File: src/fssm_pkg.sv
// Constants and types of the fieldbus slave state machine
package fssm_pkg;
  // State nibble encodings
  localparam logic [3:0] NIB_INIT = 4'h1;
  localparam logic [3:0] NIB_PRE  = 4'h2;
  localparam logic [3:0] NIB_BOOT = 4'h3;
  localparam logic [3:0] NIB_SAFE = 4'h4;
  localparam logic [3:0] NIB_RUN  = 4'h8;
  localparam int         ACK_BIT  = 4;
  // Status codes
  localparam logic [15:0] C_NONE     = 16'h0000;
  localparam logic [15:0] C_UNSPEC   = 16'h0001;
  localparam logic [15:0] C_NO_MEM   = 16'h0002;
  localparam logic [15:0] C_REV      = 16'h0004;
  localparam logic [15:0] C_ILLEGAL  = 16'h0011;
  localparam logic [15:0] C_UNKNOWN  = 16'h0012;
  localparam logic [15:0] C_NO_LOAD  = 16'h0013;
  localparam logic [15:0] C_FW       = 16'h0014;
  localparam logic [15:0] C_SYNC_FAT = 16'h002c;
  localparam logic [15:0] C_SYNC_TO  = 16'h002d;
  localparam logic [15:0] C_DC_SYNC  = 16'h0030;
  localparam logic [15:0] C_DC_LATCH = 16'h0031;
  localparam logic [15:0] C_UNSYNC   = 16'h0032;
  localparam logic [15:0] C_PLL      = 16'h0033;
  localparam logic [15:0] C_BM_MISS  = 16'h0034;
  localparam logic [15:0] C_CYC      = 16'h0035;
  localparam logic [15:0] C_CYC0     = 16'h0036;
  localparam logic [15:0] C_CYC1     = 16'h0037;
  localparam logic [15:0] C_NVM_NA   = 16'h0050;
  localparam logic [15:0] C_NVM_ERR  = 16'h0051;
  localparam logic [15:0] C_LOCAL    = 16'h0060;
  localparam logic [15:0] C_ID_UPD   = 16'h0061;
  localparam logic [15:0] C_APP      = 16'h00f0;
  // Mailbox codes, index 0 first: automation, tunnel, object, file, servo, vendor
  localparam logic [5:0][15:0] C_MBX = {16'h004f, 16'h0045, 16'h0044,
                                        16'h0043, 16'h0042, 16'h0041};
  // Safe to run transition timeout
  localparam int CLK_HZ        = 50_000_000;
  localparam int SO_TIMEOUT_MS = 10;
  localparam int SO_TIMEOUT_CYC = CLK_HZ / 1000 * SO_TIMEOUT_MS;

  typedef enum logic [2:0] {ST_INIT, ST_PRE, ST_BOOT, ST_SAFE, ST_RUN} fssm_state_t;

  typedef struct packed {
    fssm_state_t st;
    logic [3:0]  nib;
    logic        err;
    logic [15:0] code;
    logic        pend;
    logic        seen;
  } fssm_regs_t;
endpackage : fssm_pkg

File: src/fssm_tmr_if.sv
// Link between the state machine and its transition timer
`timescale 1ns/10ps
`default_nettype none
interface fssm_tmr_if;
  logic arm;
  logic expired;
  modport ctl (output arm, input expired);
  modport tmr (input arm, output expired);
endinterface : fssm_tmr_if
`default_nettype wire

File: src/fssm_timer.sv
// Transition timeout counter, restarts whenever disarmed
`timescale 1ns/10ps
`default_nettype none
module fssm_timer #(
  parameter int LIM = 500000
) (
  input  wire logic  clk,
  input  wire logic  arst_n,
  input  wire logic  ce,
  fssm_tmr_if.tmr    tif
);
  localparam int W = $clog2(LIM + 1);
  typedef struct packed {
    logic [W-1:0] cnt;
    logic         exp;
  } fssm_tmr_t;

  fssm_tmr_t r;
  fssm_tmr_t n;

  always_comb begin
    n = r;
    if (!tif.arm) begin
      n.cnt = '0;
      n.exp = 1'b0;
    end else if (r.cnt == W'(LIM - 1)) begin
      n.exp = 1'b1;
    end else begin
      n.cnt = r.cnt + W'(1);
    end
  end

  always_ff @(posedge clk or negedge arst_n) begin
    if (!arst_n) begin
      r <= '0;
    end else if (ce) begin
      r <= n;
    end
  end

  assign tif.expired = r.exp;
endmodule : fssm_timer
`default_nettype wire

File: src/fssm_core.sv
// Fieldbus slave state machine with status code reporting
`timescale 1ns/10ps
`default_nettype none
module fssm_core #(
  parameter bit HAS_LOADER = 1'b1,
  parameter int SO_TO_CYC  = fssm_pkg::SO_TIMEOUT_CYC
) (
  input  wire logic        CLK_SYS,
  input  wire logic        ARST_N,
  input  wire logic        CE,
  input  wire logic        REQ_WR,
  input  wire logic [4:0]  REQ_WORD,
  input  wire logic        FW_BAD,
  input  wire logic        REV_BAD,
  input  wire logic        CYC_BAD,
  input  wire logic        CYC0_BAD,
  input  wire logic        CYC1_BAD,
  input  wire logic        DC_SYNC_BAD,
  input  wire logic        DC_LATCH_BAD,
  input  wire logic        SYNC_EVT,
  input  wire logic        SYNC_LOST,
  input  wire logic        MASTER_UNSYNC,
  input  wire logic        PLL_LOST,
  input  wire logic        BM_MISS,
  input  wire logic        FLT_UNSPEC,
  input  wire logic        FLT_NO_MEM,
  input  wire logic [5:0]  MBX_ERR,
  input  wire logic        NVM_UNASSIGNED,
  input  wire logic        NVM_FAIL,
  input  wire logic        LOCAL_REQ,
  input  wire logic        ID_UPDATED,
  input  wire logic        APP_AVAIL,
  output logic      [4:0]  STATE_REPORT,
  output logic      [15:0] STATUS_CODE,
  output logic             SYNC_WAIT
);
  fssm_pkg::fssm_regs_t  r;
  fssm_pkg::fssm_regs_t  n;
  fssm_pkg::fssm_state_t tgt;
  logic                  ack;
  logic                  req_go;
  logic                  flt;
  logic                  ev_ok;
  logic [15:0]           fc;
  fssm_tmr_if            tif ();

  function automatic logic nib_ok(input logic [3:0] v);
    return v inside {fssm_pkg::NIB_INIT, fssm_pkg::NIB_PRE, fssm_pkg::NIB_BOOT,
                     fssm_pkg::NIB_SAFE, fssm_pkg::NIB_RUN};
  endfunction : nib_ok

  function automatic fssm_pkg::fssm_state_t to_st(input logic [3:0] v);
    case (v)
      fssm_pkg::NIB_PRE:  return fssm_pkg::ST_PRE;
      fssm_pkg::NIB_BOOT: return fssm_pkg::ST_BOOT;
      fssm_pkg::NIB_SAFE: return fssm_pkg::ST_SAFE;
      fssm_pkg::NIB_RUN:  return fssm_pkg::ST_RUN;
      default:            return fssm_pkg::ST_INIT;
    endcase
  endfunction : to_st

  function automatic logic [3:0] to_nib(input fssm_pkg::fssm_state_t s);
    case (s)
      fssm_pkg::ST_PRE:  return fssm_pkg::NIB_PRE;
      fssm_pkg::ST_BOOT: return fssm_pkg::NIB_BOOT;
      fssm_pkg::ST_SAFE: return fssm_pkg::NIB_SAFE;
      fssm_pkg::ST_RUN:  return fssm_pkg::NIB_RUN;
      default:           return fssm_pkg::NIB_INIT;
    endcase
  endfunction : to_nib

  function automatic logic step_ok(input fssm_pkg::fssm_state_t f,
                                   input fssm_pkg::fssm_state_t t);
    case (f)
      fssm_pkg::ST_INIT: return t inside {fssm_pkg::ST_INIT, fssm_pkg::ST_PRE,
                                          fssm_pkg::ST_BOOT};
      fssm_pkg::ST_PRE:  return t inside {fssm_pkg::ST_INIT, fssm_pkg::ST_PRE,
                                          fssm_pkg::ST_SAFE};
      fssm_pkg::ST_BOOT: return t inside {fssm_pkg::ST_INIT, fssm_pkg::ST_BOOT};
      default:           return t != fssm_pkg::ST_BOOT;
    endcase
  endfunction : step_ok

  assign ack = REQ_WORD[fssm_pkg::ACK_BIT];
  assign tgt = to_st(REQ_WORD[3:0]);
  assign tif.arm = r.pend;

  // Faults that throw run, or a pending run entry, back to safe
  always_comb begin
    flt = 1'b1;
    fc  = fssm_pkg::C_NONE;
    if (r.st == fssm_pkg::ST_RUN && SYNC_LOST) begin
      fc = fssm_pkg::C_SYNC_FAT;
    end else if (DC_SYNC_BAD) begin
      fc = fssm_pkg::C_DC_SYNC;
    end else if (DC_LATCH_BAD) begin
      fc = fssm_pkg::C_DC_LATCH;
    end else if (MASTER_UNSYNC && r.seen) begin
      fc = fssm_pkg::C_UNSYNC;
    end else if (PLL_LOST && r.seen) begin
      fc = fssm_pkg::C_PLL;
    end else if (BM_MISS) begin
      fc = fssm_pkg::C_BM_MISS;
    end else begin
      flt = 1'b0;
    end
  end

  always_comb begin
    n      = r;
    req_go = 1'b0;
    n.seen = r.seen | (SYNC_EVT & (r.st == fssm_pkg::ST_SAFE ||
                                   r.st == fssm_pkg::ST_RUN));
    if (LOCAL_REQ) begin
      n.st   = fssm_pkg::ST_INIT;
      n.err  = 1'b0;
      n.code = fssm_pkg::C_LOCAL;
      n.pend = 1'b0;
    end else if ((r.st == fssm_pkg::ST_RUN || r.pend) && flt) begin
      n.st   = fssm_pkg::ST_SAFE;
      n.err  = 1'b1;
      n.code = fc;
      n.pend = 1'b0;
    end else if (r.pend) begin
      if (SYNC_EVT) begin
        n.st   = fssm_pkg::ST_RUN;
        n.pend = 1'b0;
      end else if (tif.expired) begin
        n.err  = 1'b1;
        n.code = fssm_pkg::C_SYNC_TO;
        n.pend = 1'b0;
      end
    end else if (REQ_WR) begin
      req_go = 1'b1;
      if (!nib_ok(REQ_WORD[3:0])) begin
        n.err  = 1'b1;
        n.code = fssm_pkg::C_UNKNOWN;
      end else if (r.err && !ack) begin
        n.err = 1'b1;
      end else if (!step_ok(r.st, tgt)) begin
        n.err  = 1'b1;
        n.code = fssm_pkg::C_ILLEGAL;
      end else if (r.st == fssm_pkg::ST_INIT && tgt == fssm_pkg::ST_BOOT && !HAS_LOADER) begin
        n.err  = 1'b1;
        n.code = fssm_pkg::C_NO_LOAD;
      end else if (r.st == fssm_pkg::ST_INIT && tgt == fssm_pkg::ST_PRE && FW_BAD) begin
        n.err  = 1'b1;
        n.code = fssm_pkg::C_FW;
      end else if (r.st == fssm_pkg::ST_PRE && tgt == fssm_pkg::ST_SAFE &&
                   (REV_BAD | CYC_BAD | CYC0_BAD | CYC1_BAD | DC_SYNC_BAD | DC_LATCH_BAD)) begin
        n.err = 1'b1;
        if (REV_BAD) begin
          n.code = fssm_pkg::C_REV;
        end else if (CYC_BAD) begin
          n.code = fssm_pkg::C_CYC;
        end else if (CYC0_BAD) begin
          n.code = fssm_pkg::C_CYC0;
        end else if (CYC1_BAD) begin
          n.code = fssm_pkg::C_CYC1;
        // clock setup on pre to safe
        end else if (DC_SYNC_BAD) begin
          n.code = fssm_pkg::C_DC_SYNC;
        end else begin
          n.code = fssm_pkg::C_DC_LATCH;
        end
      end else if (r.st == fssm_pkg::ST_SAFE && tgt == fssm_pkg::ST_RUN &&
                   (DC_SYNC_BAD | DC_LATCH_BAD)) begin
        n.err  = 1'b1;
        n.code = DC_SYNC_BAD ? fssm_pkg::C_DC_SYNC : fssm_pkg::C_DC_LATCH;
      end else begin
        n.err = 1'b0;
        if (ack) begin
          n.code = fssm_pkg::C_NONE;
        end
        if (r.st == fssm_pkg::ST_SAFE && tgt == fssm_pkg::ST_RUN) begin
          n.pend = 1'b1;
        end else begin
          n.st = tgt;
        end
      end
    end
    // Fault events still win over a request that clears the flag
    ev_ok = !LOCAL_REQ && !r.pend && !(r.st == fssm_pkg::ST_RUN && flt) && !(req_go && n.err);
    if (ev_ok && FLT_UNSPEC) begin
      n.err  = 1'b1;
      n.code = fssm_pkg::C_UNSPEC;
    end else if (ev_ok && FLT_NO_MEM) begin
      n.err  = 1'b1;
      n.code = fssm_pkg::C_NO_MEM;
    end else if (ev_ok && (NVM_UNASSIGNED || NVM_FAIL)) begin
      n.err  = 1'b1;
      n.code = NVM_UNASSIGNED ? fssm_pkg::C_NVM_NA : fssm_pkg::C_NVM_ERR;
    end else if (ev_ok && |MBX_ERR && r.st != fssm_pkg::ST_INIT) begin
      n.err = 1'b1;
      for (int i = 5; i >= 0; i--) begin
        if (MBX_ERR[i]) begin
          n.code = fssm_pkg::C_MBX[i];
        end
      end
    end else if (ev_ok && ID_UPDATED && r.st == fssm_pkg::ST_PRE) begin
      n.err  = 1'b1;
      n.code = fssm_pkg::C_ID_UPD;
    end else if (ev_ok && !req_go && APP_AVAIL && !r.err) begin
      n.code = fssm_pkg::C_APP;
    end
    if (n.st == fssm_pkg::ST_INIT || n.st == fssm_pkg::ST_PRE || n.st == fssm_pkg::ST_BOOT) begin
      n.seen = 1'b0;
    end
    n.nib = to_nib(n.st);
  end

  always_ff @(posedge CLK_SYS or negedge ARST_N) begin
    if (!ARST_N) begin
      r <= '{st: fssm_pkg::ST_INIT, nib: fssm_pkg::NIB_INIT, err: 1'b0,
             code: fssm_pkg::C_NONE, pend: 1'b0, seen: 1'b0};
    end else if (CE) begin
      r <= n;
    end
  end

  fssm_timer #(.LIM(SO_TO_CYC)) u_timer (
    .clk    (CLK_SYS),
    .arst_n (ARST_N),
    .ce     (CE),
    .tif    (tif)
  );

  assign STATE_REPORT = {r.err, r.nib};
  assign STATUS_CODE  = r.code;
  assign SYNC_WAIT    = r.pend;

  property p_nib_enc;
    @(posedge CLK_SYS) disable iff (!ARST_N)
    nib_ok(STATE_REPORT[3:0]);
  endproperty
  a_nib_enc: assert property (p_nib_enc) else $error("bad state nibble");

  property p_unknown;
    @(posedge CLK_SYS) disable iff (!ARST_N)
    CE && req_go && !nib_ok(REQ_WORD[3:0]) |=>
      STATUS_CODE == 16'h0012 && STATE_REPORT[4] && $stable(STATE_REPORT[3:0]);
  endproperty
  a_unknown: assert property (p_unknown) else $error("undefined request mishandled");

  property p_illegal;
    @(posedge CLK_SYS) disable iff (!ARST_N)
    CE && req_go && STATE_REPORT == 5'h01 && REQ_WORD[3:0] == 4'h8 |=>
      STATUS_CODE == 16'h0011 && STATE_REPORT == 5'h11;
  endproperty
  a_illegal: assert property (p_illegal) else $error("init to run accepted");

  property p_no_loader;
    @(posedge CLK_SYS) disable iff (!ARST_N)
    CE && req_go && !HAS_LOADER && !STATE_REPORT[4] && STATE_REPORT[3:0] == 4'h1 &&
      REQ_WORD[3:0] == 4'h3 |=> STATUS_CODE == 16'h0013 && STATE_REPORT == 5'h11;
  endproperty
  a_no_loader: assert property (p_no_loader) else $error("loader not refused");

  property p_fw_bad;
    @(posedge CLK_SYS) disable iff (!ARST_N)
    CE && req_go && FW_BAD && !STATE_REPORT[4] && STATE_REPORT[3:0] == 4'h1 &&
      REQ_WORD[3:0] == 4'h2 |=> STATUS_CODE == 16'h0014 && STATE_REPORT == 5'h11;
  endproperty
  a_fw_bad: assert property (p_fw_bad) else $error("bad firmware accepted");

  property p_sync_fatal;
    @(posedge CLK_SYS) disable iff (!ARST_N)
    CE && !LOCAL_REQ && SYNC_LOST && STATE_REPORT[3:0] == 4'h8 |=>
      STATE_REPORT == 5'h14 && STATUS_CODE == 16'h002c;
  endproperty
  a_sync_fatal: assert property (p_sync_fatal) else $error("sync loss not handled");

  property p_sync_to;
    @(posedge CLK_SYS) disable iff (!ARST_N)
    CE && SYNC_WAIT && tif.expired && !SYNC_EVT && !LOCAL_REQ && !flt |=>
      !SYNC_WAIT && STATE_REPORT == 5'h14 && STATUS_CODE == 16'h002d;
  endproperty
  a_sync_to: assert property (p_sync_to) else $error("run entry timeout wrong");

  property p_local;
    @(posedge CLK_SYS) disable iff (!ARST_N)
    CE && LOCAL_REQ |=> STATE_REPORT == 5'h01 && STATUS_CODE == 16'h0060;
  endproperty
  a_local: assert property (p_local) else $error("local request ignored");

  property p_ack_clear;
    @(posedge CLK_SYS) disable iff (!ARST_N)
    CE && req_go && ack && REQ_WORD[3:0] == STATE_REPORT[3:0] &&
      !(FLT_UNSPEC | FLT_NO_MEM | NVM_UNASSIGNED | NVM_FAIL | ID_UPDATED | (|MBX_ERR)) &&
      STATE_REPORT[3:0] inside {4'h1, 4'h2} |=> STATE_REPORT[4] == 1'b0 && STATUS_CODE == 16'h0000;
  endproperty
  a_ack_clear: assert property (p_ack_clear) else $error("acknowledge did not clear");

  property p_fault_wins;
    @(posedge CLK_SYS) disable iff (!ARST_N)
    CE && req_go && FLT_UNSPEC |=> STATE_REPORT[4];
  endproperty
  a_fault_wins: assert property (p_fault_wins) else $error("fault lost to request");

  property p_hold;
    @(posedge CLK_SYS) disable iff (!ARST_N)
    !CE |=> $stable(STATUS_CODE) && $stable(STATE_REPORT);
  endproperty
  a_hold: assert property (p_hold) else $error("state moved while frozen");

  c_run: cover property (@(posedge CLK_SYS) disable iff (!ARST_N) STATE_REPORT == 5'h08);
  c_to: cover property (@(posedge CLK_SYS) disable iff (!ARST_N) STATUS_CODE == 16'h002d);
  c_ack: cover property (@(posedge CLK_SYS) disable iff (!ARST_N)
    STATE_REPORT == 5'h14 ##[1:20] STATE_REPORT == 5'h04);
endmodule : fssm_core
`default_nettype wire

File: config.mk
export PLATFORM = sky130hd
export DESIGN_NAME = fssm_core
export DESIGN_NICKNAME = d
export VERILOG_FILES = /design/src/fssm_pkg.sv /design/src/fssm_tmr_if.sv /design/src/fssm_timer.sv /design/src/fssm_core.sv
export SDC_FILE = /design/constraint.sdc
export NUM_CORES = 1
export LEC_CHECK = 0
export BUFFER_PORTS_ARGS = -buffer_cell sky130_fd_sc_hd__buf_4
export CORE_MARGIN = 2
export CORE_UTILIZATION = 50
export DETAILED_ROUTE_END_ITERATION = 16
export PLACE_DENSITY = 0.75
export RECOVER_POWER = 25
export SYNTH_ARGS = -nofsm -noshare
export SYNTH_HDL_FRONTEND = slang
export SYNTH_SLANG_ARGS = --single-unit
File: constraint.sdc
create_clock -name CLK_SYS -period 3.25 [get_ports CLK_SYS]
set_clock_uncertainty 0.05 [all_clocks]
set_input_delay 0.4875 -clock CLK_SYS [delete_from_list [all_inputs] [get_ports CLK_SYS]]
set_output_delay 0.4875 -clock CLK_SYS [all_outputs]
set_load 0.01 [all_outputs]
==> summary.md <==
| Metric | Value |
|---|---|
| Status | finished with violations |
| Failing checks | max-capacitance violations, max-slew violations |
| Slew @ Worst Pin | 2.54 ns |
| Post-Syn Nets | ~470 |
| Initial Util | ~53% |
| Antenna cells | 0 |
| Flops & latches, synth | 46 |
| Crit Path Category | reg2reg |
| Die area | approximately 7900 sq um |
| Final core utilization | 58.5% |
| EDFF count, synth | 0 |
| Share of the synthesized area in the top cell type | 31.2% |
| Cell Rows | 30 |
| Grt ovf | 0 |
| Netlist cell types | 77 |
| Crit Reg-Reg Endpoint | STATUS_CODE[11]$_DFFE_PN0P_ |
| Synthesis warning total | 0 |
| # H-tree levels | 2 |
| P_sw | 0.551 mW |
| Setup crit start kind | register |
| Fin. Hold Viols | 0 |
| DRC Markers | 0 |
| Vias post-DR | about 3500 |
| CTS resizes | 0 |
| Die span in y | 88.9 microns |
| Vias in the first global route | 3205 |
| Sequential Power Share | 44.1% |
| Slew Viols, Final | 47 |
| Yosys top cell by area | dfrtp_1 |
| Final Critical Period | approximately 2.9 ns |
| Setup WS post-layout | ~0.38 ns |
| FF-to-FF Start | r[25]$_DFFE_PN0P_ |
| Min-Delay Endpoint | STATUS_CODE[15]$_DFFE_PN0P_ |
| Core ar. | 6870 sq um |
| Hold Buf Count CTS | 0 |
| Final period util | approximately 88% |
| Seq/Total Area, Yosys | 31.9% |
| P per Cell Area | 379 nW/um^2 |
| WP data arrival | between 3 and 4 ns |
| Worst-Skew Late Latency | 0.30 ns |
| Post-DP HPWL | 7.36 mm |
| Combinational power share | 32.3% |
| TNS Setup | 0 ns |
| Layout cells sized above 1 | 20.6% |
| Maximum clock frequency | between 0.3 and 0.4 GHz |
| P&R area growth vs syn | 11.4% |
| Max-cap violations | 1 |
| Global-route wire length before repair | ~16 mm |
| FF-to-FF path depth | 7 |
| Peak VDD IR | 0.000268 V |
| Synthesized area per cell | 8.24 sq um |
| Class of the worst hold path | reg2reg |
| RSZ-0062 raised after global routing | no |
| Setup crit end kind | register |
| Max FO, Critical Path | 13 |
| Vias per cell | slightly above 6 |
| Total track usage | 25.6% |
| Worst hold margin | ~0.44 ns |
| Synth top cells by count | dfrtp_1 (45), nor2_1 (42), a21oi_1 (30) |
| CTS tree | done |
| Count leader, synth | dfrtp_1 |
| Setup Viol. Count Final | 0 |
| Largest net degree at the start of global routing | 47 |
| CTS Root Cell | clkbuf_8 |
| DR pass1 iterations | 7 |
| Lkg Pwr | around 1.7 nW |
| Die width | just under 90 microns |
| Clock share of power | 23.6% |
| Main area contributors after synthesis | dfrtp_1 (31%), buf_4 (4.8%), nor2_1 (4.4%) |
| CP required | around 3.4 ns |
| Internal power | 0.971 mW |
| Worst hold path depth | 1 |
| Worst reg2reg setup slack | ~0.38 ns |
| Initial antenna violation count | 0 |
| Fin nets | 499 |
| Sw Share | between 30% and 40% |
| CTS Sinks | 46 |
| Main synth FF type | dfrtp_1 |
| Inserted Clock Buffers | 5 |
| Clock Path Buffers | 2 |
| WL final | 9.99 mm |
| Slew HR | -69.5% |
| Cells after synthesis | about 440 |
| Ys async rst share | 100% |
| I/O pin total | 56 |
| 1st-iter DRT viols | between 200 and 300 |
| GPL Wtd Cong | 0.984 |
| Routed WL per cell | 17.8 microns |
| Buffers on Ports | 55 |
| CTS clk-pin slew, worst paths | about 0.090 ns |
| Post-CTS Setup Bufs | 0 |
| Place WS | a little over 0.3 ns |
| Cell Area, Synth | 3610 sq um |
| Worst Min Path Start | STATUS_CODE[15]$_DFFE_PN0P_ |
| ANT nets after route | 0 |
flip-flops by register name (all words and copies together), names as in the netlist:
signal	count
u_timer.tif.expired	1
r	4
SYNC_WAIT	1
u_timer.r	19
STATE_REPORT	5
STATUS_CODE	16
cell usage in the layout, fill, tap and decap left out, drive strengths merged, types with 9 or more instances in the layout:
master and instances:
and2 9, a21oi 30, a31oi 9, nor3 16, inv 19, or3 11
nand2 26, dfrtp 45, buf 62, nor2 43, xnor2 9, nand3 9
o21ai 24, nand2b 11
critical path, cell delays in order (launching register included):
cell	delay, ns
dfrtp_1	0.63
or3b_2	0.56
o211ai_1	0.39
nand2_1	0.26
nand2b_1	0.29
a21oi_1	0.11
a31o_2	0.32
and2_1	0.17
area by class of cell:
class	count	area, sq um
fill	651	2850
multi-input combinational	329	2120
sequential	46	1150
timing repair buffer	63	469
tap	96	120
inverter	19	71.3
clock buffer	5	68.8
clock inverter	3	21.3
worst max path at each step:
stage | start | endpoint | slack, ns | depth (start not counted)
finish | r[25]$_DFFE_PN0P_ | STATUS_CODE[11]$_DFFE_PN0P_ | 0.38 | 7
global route | r[25]$_DFFE_PN0P_ | STATUS_CODE[0]$_DFFE_PN0P_ | 0.22 | 7
CTS | r[25]$_DFFE_PN0P_ | STATUS_CODE[11]$_DFFE_PN0P_ | 0.41 | 7
detailed placement | REQ_WORD[1] | STATUS_CODE[5]$_DFFE_PN0P_ | 0.30 | 8
global placement | REQ_WORD[1] | STATUS_CODE[5]$_DFFE_PN0P_ | 0.31 | 8
floorplan | REQ_WORD[3] | STATUS_CODE[5]$_DFFE_PN0P_ | 0.55 | 8
kinds of logic after synthesis:
kind of cell    Yosys count  synth area share (%)
simple gates            175                  26.1
mux                       3                 0.902
fa+ha+maj                 1                 0.347
flops                    46                  31.9
compound gates          138                  28.4
buf+inv                  63                  9.37
xor+xnor                 12                  2.91
routing by layer:
metal / GRT usage, % / vias up / routed length, microns
met5: 0 / - / 0
met2: 39.6 / 168 / 4670
met4: 9.23 / 0 / 195
met1: 36.6 / 1637 / 4490
li1: - / 1671 / -
met3: 3.79 / 20 / 643
power groups by stage:
stage / combinational [mW] / sequential (mW) / clock (mW)
after floorplan: 0.366 / 0.646 / 0
after global placement: 0.481 / 0.680 / 0
after detailed placement: 0.482 / 0.681 / 0
after CTS: 0.486 / 0.669 / 0.370
after global routing: 0.535 / 0.676 / 0.395
final: 0.491 / 0.671 / 0.359
through the flow:
stage / instances / instance area [sq um] / power, mW
2_1_floorplan: 438 / 3610 / 1.01
3_5_place_dp: 553 / 3930 / 1.16
6_report: 561 / 4020 / 1.52
5_1_grt: 561 / 4020 / 1.61
4_1_cts: 561 / 4020 / 1.53
3_3_place_gp: 553 / 3930 / 1.16
(Power assumes the default switching activity.)
